==> src/verilog/dvdlp_map.vh <==
// constants for the loader data port: timing counts and shared pin positions
// assumes a 100 MHz core clock
`ifndef DVDLP_MAP_VH
`define DVDLP_MAP_VH

`define DVDLP_CLK_MHZ       100
// control port clock half period, least time
`define DVDLP_CTL_HALF_NS   500
`define DVDLP_CTL_HALF_CYC  ((`DVDLP_CTL_HALF_NS * `DVDLP_CLK_MHZ + 999) / 1000)
// host master strobe least width
`define DVDLP_HM_STB_NS     60
`define DVDLP_HM_STB_CYC    ((`DVDLP_HM_STB_NS * `DVDLP_CLK_MHZ + 999) / 1000)

// shared data pin positions in I/O channel mode
`define DVDLP_PIN_CD_SERIAL_IN   15
`define DVDLP_PIN_CD_CHANNEL_CLK   14
`define DVDLP_PIN_CD_BIT_CLK   13
`define DVDLP_PIN_CD_ERR    12
`define DVDLP_PIN_CTL_DI    11
`define DVDLP_PIN_CTL_DO    10
`define DVDLP_PIN_CTL_RDY   9
`define DVDLP_PIN_CTL_CK    8
// shared chip-select pin positions in I/O channel mode
`define DVDLP_PIN_SOS       0
`define DVDLP_PIN_ERR       1
// chip-select output enables while the I/O channel owns pins
`define DVDLP_CS_OE_IOCH    4'hC

`endif

==> src/verilog/dvdlp_ser_rx.v <==
// four-wire serial sector data capture
// assumes all four loader inputs are asynchronous to CLK
`timescale 1ns/100ps

module dvdlp_ser_rx #(
  parameter BYTE_W = 8,
  parameter CNT_W  = 4
) (
  input  wire              clk,
  input  wire              rst_b,
  input  wire              ce,
  input  wire              msb_first,
  input  wire              lclk,
  input  wire              lbit,
  input  wire              lvalid,
  input  wire              lsos,
  output reg  [BYTE_W-1:0] byte_out,
  output reg               byte_valid,
  output reg               byte_sos,
  output reg               sos_event
);

  function [BYTE_W-1:0] shift_in;
    input [BYTE_W-1:0] sh;
    input              b;
    input              msb;
    begin
      shift_in = msb ? {sh[BYTE_W-2:0], b} : {b, sh[BYTE_W-1:1]};
    end
  endfunction

  reg  [3:0]        meta_r;
  reg  [3:0]        sync_r;
  reg               clk_d_r;
  reg  [BYTE_W-1:0] sh_r;
  reg  [CNT_W-1:0]  cnt_r;
  reg               pend_r;
  wire              s_clk   = sync_r[0];
  wire              s_bit   = sync_r[1];
  wire              s_vld   = sync_r[2];
  wire              s_sos   = sync_r[3];
  wire              rise    = s_clk & ~clk_d_r;
  wire [BYTE_W-1:0] base    = s_sos ? {BYTE_W{1'b0}} : sh_r;
  wire [CNT_W-1:0]  cbase   = s_sos ? {CNT_W{1'b0}} : cnt_r;
  wire [BYTE_W-1:0] sh_nxt  = shift_in(base, s_bit, msb_first);
  wire [CNT_W-1:0]  cnt_nxt = cbase + {{(CNT_W-1){1'b0}}, 1'b1};

  //////////////////////////////////////////////////////////////////////////
  // loader clock domain crossing: two stages, then edge detect on stage two
  always @(posedge clk or negedge rst_b) begin
    if (!rst_b) begin
      meta_r  <= 4'h0;
      sync_r  <= 4'h0;
      clk_d_r <= 1'b0;
    end else if (ce) begin
      meta_r  <= {lsos, lvalid, lbit, lclk};
      sync_r  <= meta_r;
      clk_d_r <= sync_r[0];
    end
  end

  //////////////////////////////////////////////////////////////////////////
  // data is sampled at the same sync depth as the clock edge it belongs to
  always @(posedge clk or negedge rst_b) begin
    if (!rst_b) begin
      sh_r       <= {BYTE_W{1'b0}};
      cnt_r      <= {CNT_W{1'b0}};
      pend_r     <= 1'b0;
      byte_out   <= {BYTE_W{1'b0}};
      byte_valid <= 1'b0;
      byte_sos   <= 1'b0;
      sos_event  <= 1'b0;
    end else if (ce) begin
      byte_valid <= 1'b0;
      sos_event  <= 1'b0;
      if (rise) begin
        if (s_sos) begin
          sos_event <= 1'b1;
          pend_r    <= 1'b1;
          cnt_r     <= {CNT_W{1'b0}};
        end
        if (s_vld) begin
          sh_r <= sh_nxt;
          if (cnt_nxt == BYTE_W[CNT_W-1:0]) begin
            byte_out   <= sh_nxt;
            byte_valid <= 1'b1;
            byte_sos   <= pend_r | s_sos;
            pend_r     <= 1'b0;
            cnt_r      <= {CNT_W{1'b0}};
          end else begin
            cnt_r <= cnt_nxt;
          end
        end
      end
    end
  end

endmodule

==> src/verilog/dvdlp_top.v <==
// loader data port: serial sector input, I/O channel on the shared host pins,
// CD serial input, loader control port and the host master it displaces
// assumes pin inputs are asynchronous; user-side inputs are on CLK
`timescale 1ns/100ps
`include "dvdlp_map.vh"

module dvdlp_top #(
  parameter CD_W     = 16,
  parameter CTL_BITS = 8
) (
  input  wire            CLK,
  input  wire            RST_B,
  input  wire            CE,
  input  wire            IOCH_MODE,
  input  wire            SER_MSB_FIRST,
  input  wire            SER_LOADER_CLK,
  input  wire            SER_LOADER_BIT_IN,
  input  wire            SER_LOADER_BIT_VALID,
  input  wire            SER_SECTOR_START,
  output wire [7:0]      SER_BYTE,
  output wire            SER_BYTE_VALID,
  output wire            SER_BYTE_SOS,
  output wire            SER_SOS_EVENT,
  output wire            SHR_RD_O,
  input  wire            SHR_WR_I,
  output wire            SHR_WR_O,
  output wire            SHR_WR_OE,
  input  wire            SHR_RDY_I,
  input  wire [1:0]      SHR_CS_I,
  output wire [3:0]      SHR_CS_O,
  output wire [3:0]      SHR_CS_OE,
  output wire [2:0]      SHR_A_O,
  input  wire [15:0]     SHR_D_I,
  output wire [15:0]     SHR_D_O,
  output wire [15:0]     SHR_D_OE,
  input  wire            PAR_READY_IN,
  output reg  [7:0]      PAR_BYTE,
  output reg             PAR_BYTE_VALID,
  output reg             PAR_BYTE_SOS,
  output reg             PAR_BYTE_ERR,
  output reg             PAR_ERR_EVENT,
  output reg  [CD_W-1:0] CD_WORD,
  output reg             CD_WORD_VALID,
  output reg             CD_WORD_RIGHT,
  output reg             CD_WORD_ERR,
  output reg             CD_ERR_EVENT,
  input  wire            ERR_CLR,
  output reg             ERR_SEEN,
  input  wire            CTL_START,
  input  wire [CTL_BITS-1:0] CTL_CMD,
  output wire            CTL_BUSY,
  output reg             CTL_DONE,
  output reg  [CTL_BITS-1:0] CTL_STATUS,
  input  wire            HM_REQ,
  input  wire            HM_WRITE,
  input  wire [1:0]      HM_CS,
  input  wire [2:0]      HM_ADDR,
  input  wire [15:0]     HM_WDATA,
  output wire            HM_BUSY,
  output reg             HM_DONE,
  output reg  [15:0]     HM_RDATA
);

  localparam HS_IDLE = 3'b001;
  localparam HS_STB  = 3'b010;
  localparam HS_WAIT = 3'b100;
  localparam CS_IDLE = 4'b0001;
  localparam CS_RDY  = 4'b0010;
  localparam CS_LOW  = 4'b0100;
  localparam CS_HIGH = 4'b1000;

  function rise;
    input cur;
    input prev;
    begin
      rise = cur & ~prev;
    end
  endfunction

  //////////////////////////////////////////////////////////////////////////
  // serial path
  dvdlp_ser_rx #(.BYTE_W(8), .CNT_W(4)) u_ser (
    .clk        (CLK),
    .rst_b      (RST_B),
    .ce         (CE),
    .msb_first  (SER_MSB_FIRST),
    .lclk       (SER_LOADER_CLK),
    .lbit       (SER_LOADER_BIT_IN),
    .lvalid     (SER_LOADER_BIT_VALID),
    .lsos       (SER_SECTOR_START),
    .byte_out   (SER_BYTE),
    .byte_valid (SER_BYTE_VALID),
    .byte_sos   (SER_BYTE_SOS),
    .sos_event  (SER_SOS_EVENT)
  );

  //////////////////////////////////////////////////////////////////////////
  // shared pin synchronisers: {rdy, wr, cs[1:0], d[15:0]}
  reg  [19:0] meta_r;
  reg  [19:0] sync_r;
  reg         stb_d_r;
  reg         bclk_d_r;
  reg         lrck_d_r;
  wire [15:0] s_d    = sync_r[15:0];
  wire        s_sos  = sync_r[16 + `DVDLP_PIN_SOS];
  wire        s_err  = sync_r[16 + `DVDLP_PIN_ERR];
  wire        s_ena  = sync_r[18];
  wire        s_rdy  = sync_r[19];
  wire        s_lrck = s_d[`DVDLP_PIN_CD_CHANNEL_CLK];

  always @(posedge CLK or negedge RST_B) begin
    if (!RST_B) begin
      meta_r   <= 20'h00000;
      sync_r   <= 20'h00000;
      stb_d_r  <= 1'b0;
      bclk_d_r <= 1'b0;
      lrck_d_r <= 1'b0;
    end else if (CE) begin
      meta_r   <= {SHR_RDY_I, SHR_WR_I, SHR_CS_I, SHR_D_I};
      sync_r   <= meta_r;
      stb_d_r  <= s_rdy;
      bclk_d_r <= s_d[`DVDLP_PIN_CD_BIT_CLK];
      lrck_d_r <= s_lrck;
    end
  end

  //////////////////////////////////////////////////////////////////////////
  // parallel I/O channel and CD capture
  reg  [CD_W-1:0] cd_sh_r;
  reg             cd_err_r;
  wire            par_take = IOCH_MODE & rise(s_rdy, stb_d_r) & s_ena;
  wire            cd_bit   = IOCH_MODE & rise(s_d[`DVDLP_PIN_CD_BIT_CLK], bclk_d_r);
  wire            cd_word  = IOCH_MODE & (s_lrck ^ lrck_d_r);
  wire            cd_err_w = cd_err_r | (cd_bit & s_d[`DVDLP_PIN_CD_ERR]);

  always @(posedge CLK or negedge RST_B) begin
    if (!RST_B) begin
      PAR_BYTE       <= 8'h00;
      PAR_BYTE_VALID <= 1'b0;
      PAR_BYTE_SOS   <= 1'b0;
      PAR_BYTE_ERR   <= 1'b0;
      PAR_ERR_EVENT  <= 1'b0;
      cd_sh_r        <= {CD_W{1'b0}};
      cd_err_r       <= 1'b0;
      CD_WORD        <= {CD_W{1'b0}};
      CD_WORD_VALID  <= 1'b0;
      CD_WORD_RIGHT  <= 1'b0;
      CD_WORD_ERR    <= 1'b0;
      CD_ERR_EVENT   <= 1'b0;
      ERR_SEEN       <= 1'b0;
    end else if (CE) begin
      PAR_BYTE_VALID <= par_take;
      PAR_ERR_EVENT  <= par_take & s_err;
      if (par_take) begin
        PAR_BYTE     <= s_d[7:0];
        PAR_BYTE_SOS <= s_sos;
        PAR_BYTE_ERR <= s_err;
      end
      if (cd_bit) begin
        cd_sh_r <= {cd_sh_r[CD_W-2:0], s_d[`DVDLP_PIN_CD_SERIAL_IN]};
      end
      CD_WORD_VALID <= cd_word;
      CD_ERR_EVENT  <= cd_word & cd_err_w;
      if (cd_word) begin
        CD_WORD       <= cd_sh_r;
        CD_WORD_RIGHT <= lrck_d_r;
        CD_WORD_ERR   <= cd_err_w;
        cd_err_r      <= 1'b0;
      end else begin
        cd_err_r <= cd_err_w;
      end
      // a new error in the clearing cycle keeps the flag set
      if ((par_take & s_err) | (cd_word & cd_err_w)) begin
        ERR_SEEN <= 1'b1;
      end else if (ERR_CLR) begin
        ERR_SEEN <= 1'b0;
      end
    end
  end

  //////////////////////////////////////////////////////////////////////////
  // loader control port, clock divided from CLK
  reg  [3:0]          cst_r;
  reg  [7:0]          ccnt_r;
  reg  [7:0]          cbit_r;
  reg  [CTL_BITS-1:0] cmd_r;
  reg  [CTL_BITS-1:0] stat_r;
  reg                 ctl_ck_r;
  reg                 ctl_do_r;
  wire                chalf = (ccnt_r == `DVDLP_CTL_HALF_CYC - 1);

  assign CTL_BUSY = ~cst_r[0];

  always @(posedge CLK or negedge RST_B) begin
    if (!RST_B) begin
      cst_r      <= CS_IDLE;
      ccnt_r     <= 8'h00;
      cbit_r     <= 8'h00;
      cmd_r      <= {CTL_BITS{1'b0}};
      stat_r     <= {CTL_BITS{1'b0}};
      ctl_ck_r   <= 1'b0;
      ctl_do_r   <= 1'b0;
      CTL_DONE   <= 1'b0;
      CTL_STATUS <= {CTL_BITS{1'b0}};
    end else if (CE) begin
      CTL_DONE <= 1'b0;
      ccnt_r   <= chalf ? 8'h00 : ccnt_r + 8'h01;
      case (cst_r)
        CS_IDLE: begin
          if (CTL_START & IOCH_MODE) begin
            cmd_r  <= CTL_CMD;
            cbit_r <= 8'h00;
            cst_r  <= CS_RDY;
          end
        end
        CS_RDY: begin
          if (s_d[`DVDLP_PIN_CTL_RDY]) begin
            ccnt_r <= 8'h00;
            cst_r  <= CS_LOW;
          end
        end
        CS_LOW: begin
          ctl_ck_r <= 1'b0;
          ctl_do_r <= cmd_r[CTL_BITS-1];
          if (chalf) begin
            ctl_ck_r <= 1'b1;
            cst_r    <= CS_HIGH;
          end
        end
        CS_HIGH: begin
          if (chalf) begin
            ctl_ck_r <= 1'b0;
            stat_r   <= {stat_r[CTL_BITS-2:0], s_d[`DVDLP_PIN_CTL_DI]};
            cmd_r    <= {cmd_r[CTL_BITS-2:0], 1'b0};
            cbit_r   <= cbit_r + 8'h01;
            if (cbit_r == CTL_BITS - 1) begin
              CTL_STATUS <= {stat_r[CTL_BITS-2:0], s_d[`DVDLP_PIN_CTL_DI]};
              CTL_DONE   <= 1'b1;
              cst_r      <= CS_IDLE;
            end else begin
              cst_r <= CS_LOW;
            end
          end
        end
        default: begin
          cst_r <= CS_IDLE;
        end
      endcase
    end
  end

  //////////////////////////////////////////////////////////////////////////
  // host master: strobe held a least width, then until ready is seen
  reg  [2:0]  hst_r;
  reg  [7:0]  hcnt_r;
  reg         hm_we_r;
  reg         hm_rd_b_r;
  reg         hm_wr_b_r;
  reg  [3:0]  hm_cs_b_r;
  reg  [2:0]  hm_a_r;
  reg  [15:0] hm_wd_r;

  assign HM_BUSY = ~hst_r[0] | IOCH_MODE;

  always @(posedge CLK or negedge RST_B) begin
    if (!RST_B) begin
      hst_r     <= HS_IDLE;
      hcnt_r    <= 8'h00;
      hm_we_r   <= 1'b0;
      hm_rd_b_r <= 1'b1;
      hm_wr_b_r <= 1'b1;
      hm_cs_b_r <= 4'hF;
      hm_a_r    <= 3'h0;
      hm_wd_r   <= 16'h0000;
      HM_DONE   <= 1'b0;
      HM_RDATA  <= 16'h0000;
    end else if (CE) begin
      HM_DONE <= 1'b0;
      case (hst_r)
        HS_IDLE: begin
          if (HM_REQ & ~IOCH_MODE) begin
            hm_we_r   <= HM_WRITE;
            hm_a_r    <= HM_ADDR;
            hm_wd_r   <= HM_WDATA;
            hm_cs_b_r <= ~(4'h1 << HM_CS);
            hm_rd_b_r <= HM_WRITE;
            hm_wr_b_r <= ~HM_WRITE;
            hcnt_r    <= 8'h00;
            hst_r     <= HS_STB;
          end
        end
        HS_STB: begin
          hcnt_r <= hcnt_r + 8'h01;
          if (hcnt_r == `DVDLP_HM_STB_CYC - 1) begin
            hst_r <= HS_WAIT;
          end
        end
        HS_WAIT: begin
          if (s_rdy) begin
            HM_RDATA  <= hm_we_r ? HM_RDATA : s_d;
            hm_rd_b_r <= 1'b1;
            hm_wr_b_r <= 1'b1;
            hm_cs_b_r <= 4'hF;
            HM_DONE   <= 1'b1;
            hst_r     <= HS_IDLE;
          end
        end
        default: begin
          hst_r <= HS_IDLE;
        end
      endcase
      if (IOCH_MODE) begin
        // mode switch abandons a host cycle so the pins are never shared
        hm_rd_b_r <= 1'b1;
        hm_wr_b_r <= 1'b1;
        hm_cs_b_r <= 4'hF;
        hst_r     <= HS_IDLE;
      end
    end
  end

  //////////////////////////////////////////////////////////////////////////
  // shared pin ownership
  wire [15:0] ioch_oe = (16'h0001 << `DVDLP_PIN_CTL_CK) | (16'h0001 << `DVDLP_PIN_CTL_DO);
  wire [15:0] ioch_do = ({15'h0000, ctl_ck_r} << `DVDLP_PIN_CTL_CK) |
                        ({15'h0000, ctl_do_r} << `DVDLP_PIN_CTL_DO);

  assign SHR_RD_O  = IOCH_MODE ? PAR_READY_IN : hm_rd_b_r;
  assign SHR_WR_O  = hm_wr_b_r;
  assign SHR_WR_OE = ~IOCH_MODE;
  assign SHR_CS_O  = hm_cs_b_r;
  assign SHR_CS_OE = IOCH_MODE ? `DVDLP_CS_OE_IOCH : 4'hF;
  assign SHR_A_O   = hm_a_r;
  assign SHR_D_O   = IOCH_MODE ? ioch_do : hm_wd_r;
  assign SHR_D_OE  = IOCH_MODE ? ioch_oe : {16{~hst_r[0] & hm_we_r}};

endmodule

==> config.mk <==
export PLATFORM = sky130hd
export DESIGN_NAME = dvdlp_top
export DESIGN_NICKNAME = d
export VERILOG_FILES = /design/src/verilog/dvdlp_ser_rx.v /design/src/verilog/dvdlp_top.v
export VERILOG_INCLUDE_DIRS = /design/src /design/src/verilog
export SDC_FILE = /design/constraint.sdc
export NUM_CORES = 1
export LEC_CHECK = 0
export ABC_AREA = 1
export BUFFER_PORTS_ARGS = -buffer_cell sky130_fd_sc_hd__buf_2
export CORE_ASPECT_RATIO = 1.1
export CORE_MARGIN = 1
export CORE_UTILIZATION = 40
export DETAILED_ROUTE_END_ITERATION = 10
export GPL_TIMING_DRIVEN = 0
export SLEW_MARGIN = 20
export SYNTH_ARGS = -nofsm -noshare
export SYNTH_HDL_FRONTEND = slang
export SYNTH_SLANG_ARGS = --single-unit
==> constraint.sdc <==
create_clock -name CLK -period 2.7 [get_ports CLK]
set_input_delay 0.54 -clock CLK [delete_from_list [all_inputs] [get_ports CLK]]
set_output_delay 0.54 -clock CLK [all_outputs]
set_load 0.02 [all_outputs]
After elaboration in Yosys (flattened, before gate mapping):

Index checks and enable logic that the tools add are counted.

* register bits after elaboration: 226
* input bits: 63
* output and inout port bits: 118
* logic and storage cells: 183

* add/sub/neg operators: 4
* equality and inequality tests: 19
* shift-type cells: 1
* muxes and demuxes: 61
* bitwise logic cells: 28
* reductions and logical operators: 23

Operators with widths (count)
* $mux W8: 10
* $pmux W8 S2: 3
* $mux W4: 10
* $mux W16: 2
* $add A8 B1 Y8 const B: 3
* $mux W1: 24
* $reduce_and A4 Y1: 6
* $eq A8 B3 Y1 const B: 2
* $pmux W4 S4: 1
* $mux W3: 5
* $reduce_and A3 Y1: 5
* $and A1 B1 Y1: 13
* $reduce_and A2 Y1: 6
* $or A9 B11 Y11: 1
* $ne A2 B2 Y1 const B: 5
* $ne A3 B3 Y1 const B: 3
* $pmux W3 S3: 1
* $eq A4 B4 Y1 const B: 2
* $eq A8 B6 Y1 const B: 1
* $not A1 Y1: 8
* $pmux W4 S2: 1
* $reduce_bool A2 Y1: 4
* $pmux W1 S2: 3
* $reduce_and A5 Y1: 1
* other kinds (13): 16

Depth between registers and ports, before layout:

* word-level depth: 9
* depth in mapped cells: 10
* mapped depth without buffers: 10

Modules after synthesis:

Synthesis repeated with hierarchy kept, for this count alone.

* cells, all modules: 1178
* area, all modules: 10017.1 um^2

Modules (own cells, without submodules)
* dvdlp_top: times used 1, cells each 1006, area an instance 8510.7 um^2, sequential area each 4839.6 um^2
* dvdlp_ser_rx: times used 1, cells each 172, area an instance 1506.4 um^2, sequential area each 825.8 um^2

Least setup slack after synthesis:

No wires, ideal clock.

* path type: input -> output
* from: input IOCH_MODE
* to: output SHR_D_OE[11]
* data arrival time: 2.347 ns
* data required time: 2.160 ns
* path slack: -0.187 ns
* cell stages on the path: 4
* path buffers: 3
* cell sequence: buf_2 clkbuf_1 nor3_1 buf_4

* cells in the longest elaborated chain, start to end: 1

RTL lines
* from (decl): line dvdlp_top.v:14 `input wire IOCH_MODE,`
* $mux W16: line dvdlp_top.v:335 `assign SHR_D_OE = IOCH_MODE ? ioch_oe : {16{~hst_r[0] & hm_we_r}};`
* to (decl): line dvdlp_top.v:35 `output wire [15:0] SHR_D_OE,`

No other way between the ends.

Final worst setup path:

* from: input IOCH_MODE
* to: output SHR_D_O[3]

* cells in the longest elaborated chain, start to end: 1

RTL lines
* $mux W16: line dvdlp_top.v:334 `assign SHR_D_O = IOCH_MODE ? ioch_do : hm_wd_r;`
* to (decl): line dvdlp_top.v:34 `output wire [15:0] SHR_D_O,`

No other way between the ends.

==> results.md <==
- Final ANT Viol Nets: 0
- Clock Path Buffers: 3
- Slew at the pin closest to its max-slew limit: 0.730 ns
- Slowest-stage cell, CP: clkbuf_1
- Status: completed
- Drt drc: 0
- Setup CP Type: input port to primary output
- CTS tree: yes
- Final period util: 90.1%
- Initial DRC count: 379
- CTS Sinks: 226
- Critical path capture point type: primary output
- Net Sw Frac: 31.7%
- Final Max Slew Viols: 0
- Flop pwr share: 43.6%
- Final net count: 1421
- Cell count after synthesis: 1145
- CTS Buf Count: 25
- WL/cell: 13.9 um
- Post-route design area: 12000 um^2
- Count leader, synth: nand2_1
- Clock transition at path regs: 0.06 ns
- Share of flip-flops with an asynchronous set or reset: 100%
- Switch Pwr: 0.00335 W
- Power per cell area: 879 nW/um^2
- Worst setup SP type: input port
- Worst-case setup margin in the final layout: 0.267 ns
- First-pass GRT wire length: 38500 um
- Synth Register Bits: 226
- Logic pwr share: 22.9%
- Fin Setup TNS: 0 ns
- FP Rows: 59
- Worst skew pair latency: 0.52 ns
- Ports: 181
- GR Util met1: 25.3%
- Crit path largest cell delay: 0.46 ns
- Syn_area_per_cell: 8.55 um^2
- DP HPWL: 16900 um
- Clk_skew: 0.00754 ns
- Leakage power: 6.46 nW
- DP Worst Slack: 0.125 ns
- Setup Viol. Count Final: 0
- Min cycle time layout: 2.43 ns
- Util after Layout: 50.4%
- Root Buffer: clkbuf_16
- Slew Limit Headroom: 50.8%
- Die X: 151 um
- Area leader, netlist: dfrtp_1
- Starting density of the core: 41.0%
- Commonest cells in the netlist: 431 x nand2_1, 218 x dfrtp_1, 126 x o21ai_0, 106 x inv_1, 56 x nor2_1
- Cell area after synthesis: 9780 um^2
- Layout cell share with drive strength beyond 1: 21.3%
- Yosys cell types: 39
- Vias per cell: 4.66
- Sequential area share after synthesis: 57.9%
- HP Class: input port to flip-flop
- DRT Pass-1 Iters: 5
- Initial antenna violation count: 4
- WP data arrival: 1.89 ns
- Port buffer count: 177
- Cell mode on critical path: buf_2
- Die Footprint: 25100 um^2
- Max cap viols: 0
- Vias in the first global route: 7615
- Fmax: 0.411 GHz
- H-tree levels: 1
- Power Internal: 0.00723 W
- Synth top area share: 55.8%
- Routed via count: 7831
- YS warnings: 0
- Largest net degree at the start of global routing: 94
- Post-place instance area: 11100 um^2
- RSZ-0062 raised after global routing: false
- GR Util met3: 3.98%
- Crit-path max FO: 10
- Total gr overflow: 0
- GRT busiest layer: met2
- Worst vdd ir: 497 uV
- Global Route Usage Sum: 19.2%
- Final WL: 23300 um
- Worst EP required: 2.16 ns
- GRT met2 Usage: 32.5%
- Synth-to-layout area growth: 22.9%
- Top post-synthesis cells by area: dfrtp_1 56%, nand2_1 17%, o21ai_0 6.4%
- Post-synth EDFFs: 0
- Gp weighted congestion: 0.846
- Die height: 166 um
- Critical-path cell list: buf_2 > clkbuf_1 > buf_1 > nor2_1 > buf_2
- Placeable Area: 23800 um^2
- Clk pwr share: 33.6%
- Most common flop cell mapped by yosys: dfrtp_1
- Hold Fails Final Rpt: 0
- Postcts setup bufs: 0
logic make-up (layout without fill, tap and decap cells):
| group | Yosys count | after routing | share of synthesized area, % |
|---|---|---|---|
| DFF | 226 | 226 | 57.9 |
| xor gates and xnor gates | 8 | 8 | 0.716 |
| muxes | 2 | 2 | 0.205 |
| AOI/OAI and AO/OA | 160 | 160 | 8.77 |
| buffers and inverters | 175 | 401 | 7.89 |
| other | 1 | 4 | 0.0383 |
| and+or+nand+nor | 568 | 568 | 23.8 |
| adders and majority gates | 5 | 5 | 0.639 |
metrics by stage:
stage | hold WS [ns] | instances | total power, W
2_1_floorplan | 0.244 | 1146 | 0.00622
3_3_place_gp | 0.452 | 1628 | 0.00705
3_5_place_dp | 0.444 | 1630 | 0.00712
4_1_cts | 0.196 | 1677 | 0.0107
5_1_grt | 0.207 | 1677 | 0.0113
6_report | 0.219 | 1679 | 0.0106
final cells by class:
type,count,area [um^2]
fillers,2339,11800
clock buffers,36,737
well taps,305,382
clock inverters,10,144
multi-input cells,745,3360
diodes,2,5.00
inverters,114,428
repair buffers,180,961
plain buffers,61,344
flip-flops and latches,226,5670
metal layers:
layer / up-vias / part of all wire [%]
li1: 4008 / -
met3: 23 / 6.3
met5: - / 0.051
met2: 187 / 47
met4: 2 / 1.2
met1: 3611 / 45
registers in the layout (all words and copies together), names as in the netlist, 4 cells and up:
register        cells
meta_r             20
hm_wd_r            16
cbit_r              8
u_ser.cnt_r         4
sync_r             20
u_ser.sync_r        4
u_ser.sh_r          8
u_ser.meta_r        4
stat_r              7
ccnt_r              8
u_ser.byte_out      8
SHR_CS_O            4
CTL_STATUS          8
hcnt_r              8
HM_RDATA           16
PAR_BYTE            8
cmd_r               8
cst_r               4
cd_sh_r            16
CD_WORD            16
worst max-delay path, delay by kind of cell:
kind / cells / cell delay, ns
and+or+nand+nor: 1 / 0.10
buffers and inverters: 4 / 1.25
final timing paths:
kind / from / endpoint / slack, ns / cells past startpoint
worst max-delay path: IOCH_MODE / SHR_D_O[3] / 0.27 / 5
worst min-delay path: SHR_WR_I / meta_r[18] / 0.22 / 3
worst max register to register: cst_r[3] / ccnt_r[7] / 0.83 / 6
worst min register to register: SHR_CS_O[3] / SHR_CS_O[3] / 0.46 / 2
max in group asynchronous: RST_B / cst_r[0] / 1.02 / 4
min in group asynchronous: RST_B / PAR_BYTE[4] / 0.49 / 2
power groups by stage:
stage | logic, W | registers, W | clock network (W)
floorplan | 0.00138 | 0.00484 | 0
global placement | 0.00240 | 0.00464 | 0
detailed placement | 0.00245 | 0.00466 | 0
CTS | 0.00246 | 0.00461 | 0.00365
global route | 0.00277 | 0.00472 | 0.00381
finish | 0.00242 | 0.00461 | 0.00355
what timing repair did:
item,CTS,global route
setup endpoints to repair,0,9
gates resized for setup,0,1
hold buffers,1,0
endpoints found under the hold margin,35,0
layout by cell type (no fill, tap or decap), types with 3 or more instances in the layout:
| cell type | count |
|---|---|
| a22oi_1 | 6 |
| o22ai_1 | 4 |
| ha_1 | 5 |
| nand4_1 | 7 |
| buf_2 | 190 |
| o21a_1 | 6 |
| clkbuf_16 | 25 |
| nand2_1 | 431 |
| a21oi_1 | 7 |
| o21ai_2 | 3 |
| inv_2 | 6 |
| dfstp_2 | 8 |
| bufinv_16 | 3 |
| nor3_4 | 4 |
| clkbuf_1 | 26 |
| clkbuf_8 | 7 |
| nor3_1 | 5 |
| inv_1 | 106 |
| nand3_1 | 48 |
| or2_2 | 4 |
| dfrtp_1 | 218 |
| xnor2_1 | 3 |
| nor2_1 | 56 |
| clkinv_2 | 5 |
| xor2_1 | 5 |
| nand3b_1 | 5 |
| buf_4 | 22 |
| nand2_2 | 3 |
| o21ai_1 | 3 |
| o21ai_0 | 126 |
No activity file was read; power rests on OpenSTA's default activity.
